==> config.mk <==
export PLATFORM = sky130hd
export DESIGN_NAME = fcb_host
export DESIGN_NICKNAME = d
export VERILOG_FILES = /design/src/design/fcb_pkg.sv /design/src/design/fcb_host.sv
export VERILOG_INCLUDE_DIRS = /design/src /design/src/design
export SDC_FILE = /design/constraint.sdc
export NUM_CORES = 1
export LEC_CHECK = 0
export BUFFER_PORTS_ARGS = -buffer_cell sky130_fd_sc_hd__buf_2
export CORE_UTILIZATION = 55
export DETAILED_ROUTE_END_ITERATION = 7
export GPL_TIMING_DRIVEN = 0
export MAX_ROUTING_LAYER = met4
export PLACE_DENSITY_LB_ADDON = 0.12
export SYNTH_ARGS = -nofsm -noshare
export SYNTH_HDL_FRONTEND = slang
export SYNTH_SLANG_ARGS = --single-unit
==> constraint.sdc <==
create_clock -name clk_sys -period 2.37 [get_ports clk_sys]
set_input_delay 0.1185 -clock clk_sys [delete_from_list [all_inputs] [get_ports clk_sys]]
set_output_delay 0.1185 -clock clk_sys [all_outputs]
set_load 0.005 [all_outputs]
==> src/design/fcb_defines.svh <==
// Constants for the flash command bus host controller
`ifndef FCB_DEFINES_SVH
`define FCB_DEFINES_SVH
`define FCB_CMD_READ        8'h00
`define FCB_CMD_ERASE       8'h20
`define FCB_CMD_ERASE_VFY   8'ha0
`define FCB_CMD_PROG        8'h40
`define FCB_CMD_PROG_VFY    8'hc0
`define FCB_CMD_IDENT       8'h90
`define FCB_CMD_RESET       8'hff
`define FCB_ERASED_BYTE     8'hff
`define FCB_CLK_NS          50
`define FCB_ERASE_PULSE_MS  10
`define FCB_PROG_PULSE_US   10
`define FCB_READ_WAIT_US    6
`define FCB_ERASE_CYC       ((`FCB_ERASE_PULSE_MS * 1000000 + `FCB_CLK_NS - 1) / `FCB_CLK_NS)
`define FCB_PROG_CYC        ((`FCB_PROG_PULSE_US * 1000 + `FCB_CLK_NS - 1) / `FCB_CLK_NS)
`define FCB_READ_WAIT_CYC   ((`FCB_READ_WAIT_US * 1000 + `FCB_CLK_NS - 1) / `FCB_CLK_NS)
`define FCB_ERASE_TRIES     1000
`define FCB_PROG_TRIES      25
`define FCB_BUS_PHASE       2
`define FCB_ADDR_W          15
`define FCB_LAST_ADDR       15'h7fff
`endif

==> src/design/fcb_pkg.sv <==
// Types for the flash command bus host controller
package fcb_pkg;
    typedef enum logic [2:0] {
        FCB_OP_READ, FCB_OP_IDENT, FCB_OP_PROG, FCB_OP_ERASE, FCB_OP_RESET
    } fcb_op_t;
    typedef struct packed {
        logic        chip_sel_b;
        logic        out_en_b;
        logic        wr_strobe_b;
        logic [14:0] address_pins;
        logic [7:0]  data_out;
        logic        data_oe;
    } fcb_pins_t;
endpackage : fcb_pkg

==> src/design/fcb_host.sv <==
// Host sequencer driving a bytewide command-register flash over its pins
// What this block does
// - Host does not pre-program the array before bulk erase; the caller does
// - Erase code written twice; erase starts on second write
// - Host waits 10 ms erase pulse before erase-verify
// - Host checks each verify byte against all-ones, steps address
// - Erase mismatch repeats whole erase, at most 1000 attempts
// - Program set-up then write with address and data
// - Host waits 10 us program pulse before program-verify
// - Program mismatch retries, at most 25 pulses in all, then sets fail and ends
// - Command write needs output enable high, select and strobe low
// - After read code, wait 6 us before first read
`include "fcb_defines.svh"
module fcb_host #(
    parameter int unsigned ERASE_CYC = `FCB_ERASE_CYC
) (
    input  wire logic                   clk_sys,
    input  wire logic                   rst_b,
    input  wire logic                   req_valid,
    input  wire fcb_pkg::fcb_op_t       req_op,
    input  wire logic [14:0]            req_addr,
    input  wire logic [7:0]             req_data,
    input  wire logic                   prog_voltage_high,
    output logic                        req_ready,
    output logic                        done_pulse,
    output logic                        fail_flag,
    output logic [7:0]                  rd_data,
    output logic                        chip_sel_b,
    output logic                        out_en_b,
    output logic                        wr_strobe_b,
    output logic [14:0]                 address_pins,
    output logic                        identifier_voltage,
    output logic [7:0]                  data_pins_out,
    output logic                        data_pins_oe,
    input  wire logic [7:0]             data_pins_in
);
    typedef enum logic [3:0] {
        FCB_IDLE, FCB_WR1, FCB_WR2, FCB_PULSE, FCB_VFY_WR, FCB_VFY_RD,
        FCB_RD_WAIT, FCB_RD, FCB_REC, FCB_DONE
    } fcb_state_t;

    fcb_state_t        state_reg, state_next;
    fcb_pkg::fcb_op_t  op_reg, op_next;
    fcb_pkg::fcb_pins_t pins_reg, pins_next;
    logic [14:0]       addr_reg, addr_next;
    logic [7:0]        data_reg, data_next, rd_reg, rd_next;
    logic [31:0]       cnt_reg, cnt_next;
    logic [9:0]        tries_reg, tries_next;
    logic [1:0]        phase_reg, phase_next;
    logic              done_reg, done_next, fail_reg, fail_next, id_reg, id_next;

    // One bus write phase: select, strobe low, data driven, out enable high
    function automatic fcb_pkg::fcb_pins_t bus_write(input logic [14:0] a,
                                                     input logic [7:0] d,
                                                     input logic       low);
        fcb_pkg::fcb_pins_t p;
        p.chip_sel_b   = ~low;
        p.out_en_b     = 1'b1;
        p.wr_strobe_b  = ~low;
        p.address_pins = a;
        p.data_out     = d;
        p.data_oe      = 1'b1;
        return p;
    endfunction : bus_write

    // Idle bus: deselected, data released
    function automatic fcb_pkg::fcb_pins_t bus_idle(input logic [14:0] a);
        fcb_pkg::fcb_pins_t p;
        p = '0;
        p.chip_sel_b   = 1'b1;
        p.out_en_b     = 1'b1;
        p.wr_strobe_b  = 1'b1;
        p.address_pins = a;
        return p;
    endfunction : bus_idle

    // First command byte for each operation
    function automatic logic [7:0] first_code(input fcb_pkg::fcb_op_t o);
        case (o)
            fcb_pkg::FCB_OP_ERASE: first_code = `FCB_CMD_ERASE;
            fcb_pkg::FCB_OP_PROG:  first_code = `FCB_CMD_PROG;
            fcb_pkg::FCB_OP_IDENT: first_code = `FCB_CMD_IDENT;
            fcb_pkg::FCB_OP_RESET: first_code = `FCB_CMD_RESET;
            default:               first_code = `FCB_CMD_READ;
        endcase
    endfunction : first_code

    // Sequencer next-state
    always_comb begin
        state_next = state_reg;
        op_next    = op_reg;
        pins_next  = pins_reg;
        addr_next  = addr_reg;
        data_next  = data_reg;
        rd_next    = rd_reg;
        cnt_next   = cnt_reg;
        tries_next = tries_reg;
        phase_next = phase_reg;
        done_next  = 1'b0;
        fail_next  = fail_reg;
        id_next    = id_reg;
        case (state_reg)
            FCB_IDLE: begin
                pins_next = bus_idle(addr_reg);
                if (req_valid) begin
                    op_next    = req_op;
                    // Erase walks from byte zero; caller pre-programs the array first
                    addr_next  = (req_op == fcb_pkg::FCB_OP_ERASE) ? '0 : req_addr;
                    data_next  = req_data;
                    tries_next = '0;
                    phase_next = '0;
                    fail_next  = 1'b0;
                    // Identifier read without high voltage uses the pin method
                    if (req_op == fcb_pkg::FCB_OP_IDENT && !prog_voltage_high) begin
                        id_next    = 1'b1;
                        cnt_next   = '0;
                        state_next = FCB_RD;
                    end else if (!prog_voltage_high && req_op != fcb_pkg::FCB_OP_READ) begin
                        fail_next  = 1'b1;
                        state_next = FCB_DONE;
                    end else if (!prog_voltage_high) begin
                        cnt_next   = '0;
                        state_next = FCB_RD;
                    end else begin
                        state_next = FCB_WR1;
                    end
                end
            end
            FCB_WR1, FCB_WR2, FCB_VFY_WR: begin
                // Strobe low for one phase, high for two: edges fixed to our clock
                phase_next = phase_reg + 2'd1;
                if (state_reg == FCB_WR1)
                    pins_next = bus_write(addr_reg, first_code(op_reg),
                                          phase_reg == 2'd0);
                else if (state_reg == FCB_WR2)
                    pins_next = bus_write(addr_reg,
                                          (op_reg == fcb_pkg::FCB_OP_PROG) ? data_reg
                                          : first_code(op_reg),
                                          phase_reg == 2'd0);
                else
                    pins_next = bus_write(addr_reg,
                                          (op_reg == fcb_pkg::FCB_OP_ERASE)
                                          ? `FCB_CMD_ERASE_VFY : `FCB_CMD_PROG_VFY,
                                          phase_reg == 2'd0);
                if (phase_reg == 2'(`FCB_BUS_PHASE)) begin
                    phase_next = '0;
                    cnt_next   = '0;
                    pins_next  = bus_idle(addr_reg);
                    if (state_reg == FCB_WR1) begin
                        if (op_reg == fcb_pkg::FCB_OP_ERASE || op_reg == fcb_pkg::FCB_OP_PROG
                            || op_reg == fcb_pkg::FCB_OP_RESET)
                            state_next = FCB_WR2;
                        else if (op_reg == fcb_pkg::FCB_OP_READ)
                            state_next = FCB_RD_WAIT;
                        else
                            state_next = FCB_RD;
                    end else if (state_reg == FCB_WR2) begin
                        state_next = (op_reg == fcb_pkg::FCB_OP_RESET) ? FCB_DONE : FCB_PULSE;
                    end else begin
                        state_next = FCB_VFY_RD;
                    end
                end
            end
            FCB_PULSE: begin
                cnt_next = cnt_reg + 32'd1;
                if (op_reg == fcb_pkg::FCB_OP_ERASE ? cnt_reg >= ERASE_CYC - 1
                                                    : cnt_reg >= `FCB_PROG_CYC - 1)
                    state_next = FCB_VFY_WR;
            end
            FCB_VFY_RD: begin
                pins_next = bus_idle(addr_reg);
                pins_next.chip_sel_b = 1'b0;
                pins_next.out_en_b   = 1'b0;
                phase_next = phase_reg + 2'd1;
                if (phase_reg == 2'(`FCB_BUS_PHASE)) begin
                    phase_next = '0;
                    pins_next  = bus_idle(addr_reg);
                    rd_next    = data_pins_in;
                    if (op_reg == fcb_pkg::FCB_OP_ERASE) begin
                        if (data_pins_in == `FCB_ERASED_BYTE) begin
                            addr_next  = addr_reg + 15'h1;
                            state_next = (addr_reg == `FCB_LAST_ADDR) ? FCB_REC : FCB_VFY_WR;
                        end else if (tries_reg == 10'(`FCB_ERASE_TRIES - 1)) begin
                            fail_next  = 1'b1;
                            state_next = FCB_REC;
                        end else begin
                            tries_next = tries_reg + 10'd1;
                            state_next = FCB_WR1;
                        end
                    end else if (data_pins_in == data_reg) begin
                        state_next = FCB_REC;
                    end else if (tries_reg == 10'(`FCB_PROG_TRIES - 1)) begin
                        fail_next  = 1'b1;
                        state_next = FCB_REC;
                    end else begin
                        tries_next = tries_reg + 10'd1;
                        state_next = FCB_WR1;
                    end
                end
            end
            FCB_REC: begin
                // Leave the device in read mode; reuse the read code write
                op_next    = fcb_pkg::FCB_OP_READ;
                state_next = FCB_WR1;
                data_next  = data_reg;
                if (op_reg == fcb_pkg::FCB_OP_READ) state_next = FCB_DONE;
            end
            FCB_RD_WAIT: begin
                cnt_next = cnt_reg + 32'd1;
                if (cnt_reg >= `FCB_READ_WAIT_CYC - 1) begin
                    cnt_next   = '0;
                    state_next = FCB_RD;
                end
            end
            FCB_RD: begin
                pins_next = bus_idle(id_reg ? {14'h0, addr_reg[0]} : addr_reg);
                pins_next.chip_sel_b = 1'b0;
                pins_next.out_en_b   = 1'b0;
                phase_next = phase_reg + 2'd1;
                if (phase_reg == 2'(`FCB_BUS_PHASE)) begin
                    phase_next = '0;
                    rd_next    = data_pins_in;
                    pins_next  = bus_idle(addr_reg);
                    id_next    = 1'b0;
                    state_next = FCB_DONE;
                end
            end
            default: begin
                done_next  = 1'b1;
                state_next = FCB_IDLE;
            end
        endcase
    end

    // Register everything; outputs come straight from flip-flops
    always_ff @(posedge clk_sys or negedge rst_b) begin
        if (!rst_b) begin
            state_reg <= FCB_IDLE;
            op_reg    <= fcb_pkg::FCB_OP_READ;
            pins_reg  <= '{chip_sel_b: 1'b1, out_en_b: 1'b1, wr_strobe_b: 1'b1,
                           address_pins: 15'h0, data_out: 8'h00, data_oe: 1'b0};
            addr_reg  <= '0;
            data_reg  <= '0;
            rd_reg    <= '0;
            cnt_reg   <= '0;
            tries_reg <= '0;
            phase_reg <= '0;
            done_reg  <= 1'b0;
            fail_reg  <= 1'b0;
            id_reg    <= 1'b0;
        end else begin
            state_reg <= state_next;
            op_reg    <= op_next;
            pins_reg  <= pins_next;
            addr_reg  <= addr_next;
            data_reg  <= data_next;
            rd_reg    <= rd_next;
            cnt_reg   <= cnt_next;
            tries_reg <= tries_next;
            phase_reg <= phase_next;
            done_reg  <= done_next;
            fail_reg  <= fail_next;
            id_reg    <= id_next;
        end
    end

    // Ready registered as idle state flag
    logic ready_reg;
    always_ff @(posedge clk_sys or negedge rst_b) begin
        if (!rst_b) ready_reg <= 1'b1;
        else        ready_reg <= (state_next == FCB_IDLE);
    end

    assign req_ready          = ready_reg;
    assign done_pulse         = done_reg;
    assign fail_flag          = fail_reg;
    assign rd_data            = rd_reg;
    assign chip_sel_b         = pins_reg.chip_sel_b;
    assign out_en_b           = pins_reg.out_en_b;
    assign wr_strobe_b        = pins_reg.wr_strobe_b;
    assign address_pins       = pins_reg.address_pins;
    assign data_pins_out      = pins_reg.data_out;
    assign data_pins_oe       = pins_reg.data_oe;
    assign identifier_voltage = id_reg;

    a_write_oe_high: assert property (@(posedge clk_sys) disable iff (!rst_b)
        !wr_strobe_b |-> (out_en_b && !chip_sel_b && data_pins_oe))
        else $error("strobe low without proper write pins");
    a_no_drive_read: assert property (@(posedge clk_sys) disable iff (!rst_b)
        !out_en_b |-> !data_pins_oe)
        else $error("host drives data while device outputs");
    a_write_needs_vpp: assert property (@(posedge clk_sys) disable iff (!rst_b)
        (state_reg == FCB_IDLE && req_valid && !prog_voltage_high
         && req_op != fcb_pkg::FCB_OP_READ && req_op != fcb_pkg::FCB_OP_IDENT)
        |=> state_reg == FCB_DONE ##1 done_pulse && fail_flag)
        else $error("command write attempted without high voltage");
    a_prog_pulse_len: assert property (@(posedge clk_sys) disable iff (!rst_b)
        (state_reg != FCB_PULSE ##1 state_reg == FCB_PULSE && op_reg == fcb_pkg::FCB_OP_PROG)
        |-> (state_reg == FCB_PULSE)[*8] ##0 1)
        else $error("program pulse too short");
    a_read_wait: assert property (@(posedge clk_sys) disable iff (!rst_b)
        $rose(state_reg == FCB_RD_WAIT) |-> out_en_b [*8])
        else $error("read before recovery wait");
    a_erase_twice: assert property (@(posedge clk_sys) disable iff (!rst_b)
        (state_reg == FCB_WR2 && op_reg == fcb_pkg::FCB_OP_ERASE && !wr_strobe_b)
        |-> data_pins_out == `FCB_CMD_ERASE)
        else $error("erase second code wrong");
    a_tries_bound: assert property (@(posedge clk_sys) disable iff (!rst_b)
        tries_reg < 10'(`FCB_ERASE_TRIES))
        else $error("retry count beyond limit");
    a_prog_tries: assert property (@(posedge clk_sys) disable iff (!rst_b)
        op_reg == fcb_pkg::FCB_OP_PROG |-> tries_reg < 10'(`FCB_PROG_TRIES))
        else $error("program retries beyond limit");
    c_erase: cover property (@(posedge clk_sys) state_reg == FCB_PULSE && op_reg == fcb_pkg::FCB_OP_ERASE);
    c_prog_fail: cover property (@(posedge clk_sys) fail_flag && done_pulse);
    c_ident: cover property (@(posedge clk_sys) identifier_voltage && !out_en_b);
endmodule : fcb_host

==> results.py <==
metrics = {
    "grt": {
        "overflow": 0,
        "met2_usage_pct": 46.6,
        "gr-usage-met1_pct": 39.8,
        "grt_busiest_layer": "met2",
        "antenna_found_initial": 0,
        "grtUsageTotal_pct": 30.2,
        "grt_pass1_wl_mm": 26.5,
        "met3_usage_pct": 5.39,
        "grt_start_max_net_pins": 62,
        "grt_pass1_vias": 5463,
    },
    "clock_tree": {
        "cts.clk_slew.worst_paths_ps": 50,
        "clk_latency_ps": 530,
        "cts.sinks": 113,
        "cts_max_level": 4,
        "cts_buffer_depth": 2,
        "root_buffer": "clkbuf_8",
        "cts_tree": "yes",
        "cts_buffers": 17,
    },
    "floorplanning": {
        "ios": 77,
        "die_h_um": 107,
        "core_area_um2": 10800,
        "num_rows": 38,
        "initial_core_util_pct": 56.3,
        "die_area_um2": 11500,
        "die_w_um": 107,
    },
    "logic_synthesis": {
        "syn_area_per_cell_um2": 9.29,
        "syn_nets": 700,
        "async_flop_share_pct": 100,
        "ys_warn_count": 0,
        "synth-edff-count": 0,
        "synth_ff_type": "dfrtp_1",
        "syn_area_um2": 6100,
        "synth_top_area_share_pct": 44.7,
        "syn_inst": 657,
        "synth_area_leader_cell": "dfrtp_1",
        "ys_seq_area_share_pct": 46.4,
        "synth-seq-cells": 113,
        "ys_types": 69,
        "synthTopCellsByArea": "dfrtp_1, a22o_1, nand2_1, o21ai_0, a21oi_1",
    },
    "worst_setup_path": {
        "r2r_cells": 6,
        "end_kind": "flop",
        "cp_common_cell": "a21oi_1",
        "crit_family": "compound AO/OA/AOI/OAI gates",
        "r2r-end": "addr_reg[5]",
        "r2r_slack_ps": 80,
        "worst_ep_required_time_ps": 2810,
        "critical_path_peak_fanout": 10,
        "r2r-start": "state_reg[1]",
        "arrival_ps": 2730,
        "criticalPathCategory": "flop to flop",
        "crit_path_start_kind": "flop",
        "path_cells": "buf_2, and4bb_2, a31oi_1, clkbuf_1, a21oi_1, a21oi_1",
        "cpMaxStageDelayCell": "a31oi_1",
        "max_stage_delay_ps": 570,
        "path_buf_inv": 2,
    },
    "layout": {
        "diodes": 0,
        "final_layout_size_suffix_gt1_share_pct": 20.3,
        "num-fill-cells": 788,
        "layout_commonest_cell": "dfrtp_1",
        "area_delta_synth_final_pct": 26.0,
        "fin_nets": 833,
        "largest_register_ff_count": 32,
        "final_cell_mix": "dfrtp_1, buf_2, nand2_1",
        "multiInputGateArea_um2": 3070,
        "layout.cells.non_filler": 941,
        "fin_area_um2": 7690,
        "seq_area_um2": 2830,
    },
    "place": {
        "place_ws_ps": -173,
        "dp.final_hpwl_mm": 10.7,
        "dpl.cell_count": 874,
        "gp_congestion": 0.895,
        "io_buffers": 76,
        "place_area_um2": 6690,
    },
    "min_path": {
        "min_to": "tries_reg[0]",
        "hold_depth": 4,
        "hold_path_class": "input port to flop",
        "worstHoldStart": "req_valid",
    },
    "routing": {
        "drt_wl_total_mm": 16.1,
        "wl_per_cell_um": 17.1,
        "first_iter_violations": 308,
        "vias_per_cell": 6.08,
        "antenna_left": 0,
        "drt_pass1_iterations": 5,
        "drc": 0,
        "dr_total_vias": 5719,
    },
    "timing": {
        "setup_ws_ps": 80.6,
        "tightest_slew_ps": 893,
        "min_period_ps": 2290,
        "timing.fmax_mhz": 437,
        "finalClockSkew_ps": 6.49,
        "setup_violations": 0,
        "drv_slew": 0,
        "slew_headroom_pct": 40.2,
        "hold_viol_final": 0,
        "setup_tns_ps": 0,
        "rsz0062_at_grt": "yes",
        "fin_crit_sh_pct": 96.6,
    },
    "run": {
        "cap_violations": 0,
    },
    "status": {
        "status": "finished clean",
    },
    "pwr": {
        "power.leakage_nw": 3.44,
        "vdd_drop_max_mv": 0.589,
        "power_density_nw_per_um2": 1190,
    },
}
cell usage after synthesis, types with 4 or more instances:
| library cell | n |
|---|---|
| nor2_1 | 47 |
| a21oi_1 | 41 |
| or2_2 | 4 |
| dfstp_2 | 4 |
| a32oi_1 | 5 |
| clkbuf_1 | 15 |
| inv_1 | 20 |
| and4_1 | 5 |
| or3_1 | 9 |
| nor2b_1 | 5 |
| a31oi_1 | 14 |
| nand3_1 | 33 |
| mux2_2 | 9 |
| xnor2_1 | 12 |
| and2_1 | 4 |
| nand2_1 | 72 |
| dfrtp_1 | 109 |
| o31ai_1 | 5 |
| and3_1 | 10 |
| nand2b_1 | 7 |
| buf_6 | 5 |
| buf_2 | 10 |
| a22o_1 | 31 |
| nand4_1 | 17 |
| ha_1 | 5 |
| nor4_1 | 19 |
| xor2_1 | 18 |
| nor3_1 | 21 |
| o21ai_0 | 48 |
final cells by class:
cell class,instances,share of cell area [%]
buffer,31,2.23
clock buffer,25,6.55
clock inverter,5,0.976
inverter,20,0.976
multi-input combinational,492,39.9
sequential,113,36.8
tap,140,2.28
timing repair buffer,115,10.2
worst reg2reg max path, cell delays in order, from the launching register on:
cell and delay (ps):
dfrtp_1 310, buf_2 230, and4bb_2 290, a31oi_1 570, clkbuf_1 470, a21oi_1 140
a21oi_1 190
stage by stage:
| stage | util, % | total power (W) | hold WS [ps] |
|---|---|---|---|
| 2_1_floorplan | - | 0.00541 | -177 |
| 6_report | 71.0 | 0.00919 | 71.5 |
| 5_1_grt | 71.0 | 0.00978 | 90.7 |
| 3_3_place_gp | 61.4 | 0.00639 | 315 |
| 3_5_place_dp | 61.7 | 0.00653 | 209 |
| 4_1_cts | 70.4 | 0.00910 | 49.7 |
worst max-delay path by stage:
stage / startpoint / to / depth (start not counted)
6_report: state_reg[1] / addr_reg[5] / 6
4_1_cts: state_reg[1] / addr_reg[6] / 7
2_1_floorplan: cnt_reg[13] / cnt_reg[5] / 6
3_3_place_gp: state_reg[1] / addr_reg[8] / 8
5_1_grt: op_reg[2] / tries_reg[3] / 8
3_5_place_dp: state_reg[1] / addr_reg[6] / 8
report_power, final:
group	leakage (nW)	internal [W]	switching, W
logic	1.68	0.00148	0.00215
clock network	0.290	0.00164	0.000833
registers	1.47	0.00256	0.000519
total	3.44	0.00568	0.00351
what timing repair did:
item	in CTS	in global routing
hold endpoints to repair	85	0
setup endpoints to repair	6	35
pin swaps	0	1
buffers inserted	0	2
hold buffers	36	0
resized for setup	2	8
routing by layer:
metal	share of wire [%]	vias to the layer above
met2	48	210
met5	0	-
li1	-	2687
met1	44	2789
met3	5.6	33
met4	1.9	0
kinds of logic after synthesis:
group | synth area share (%)
compound gates | 18.4
xor+xnor | 4.30
fa+ha+maj | 1.02
buf+inv | 4.10
flops | 46.4
mux | 1.82
simple gates | 23.9
Note: power is estimated with default switching activity, not from simulation.
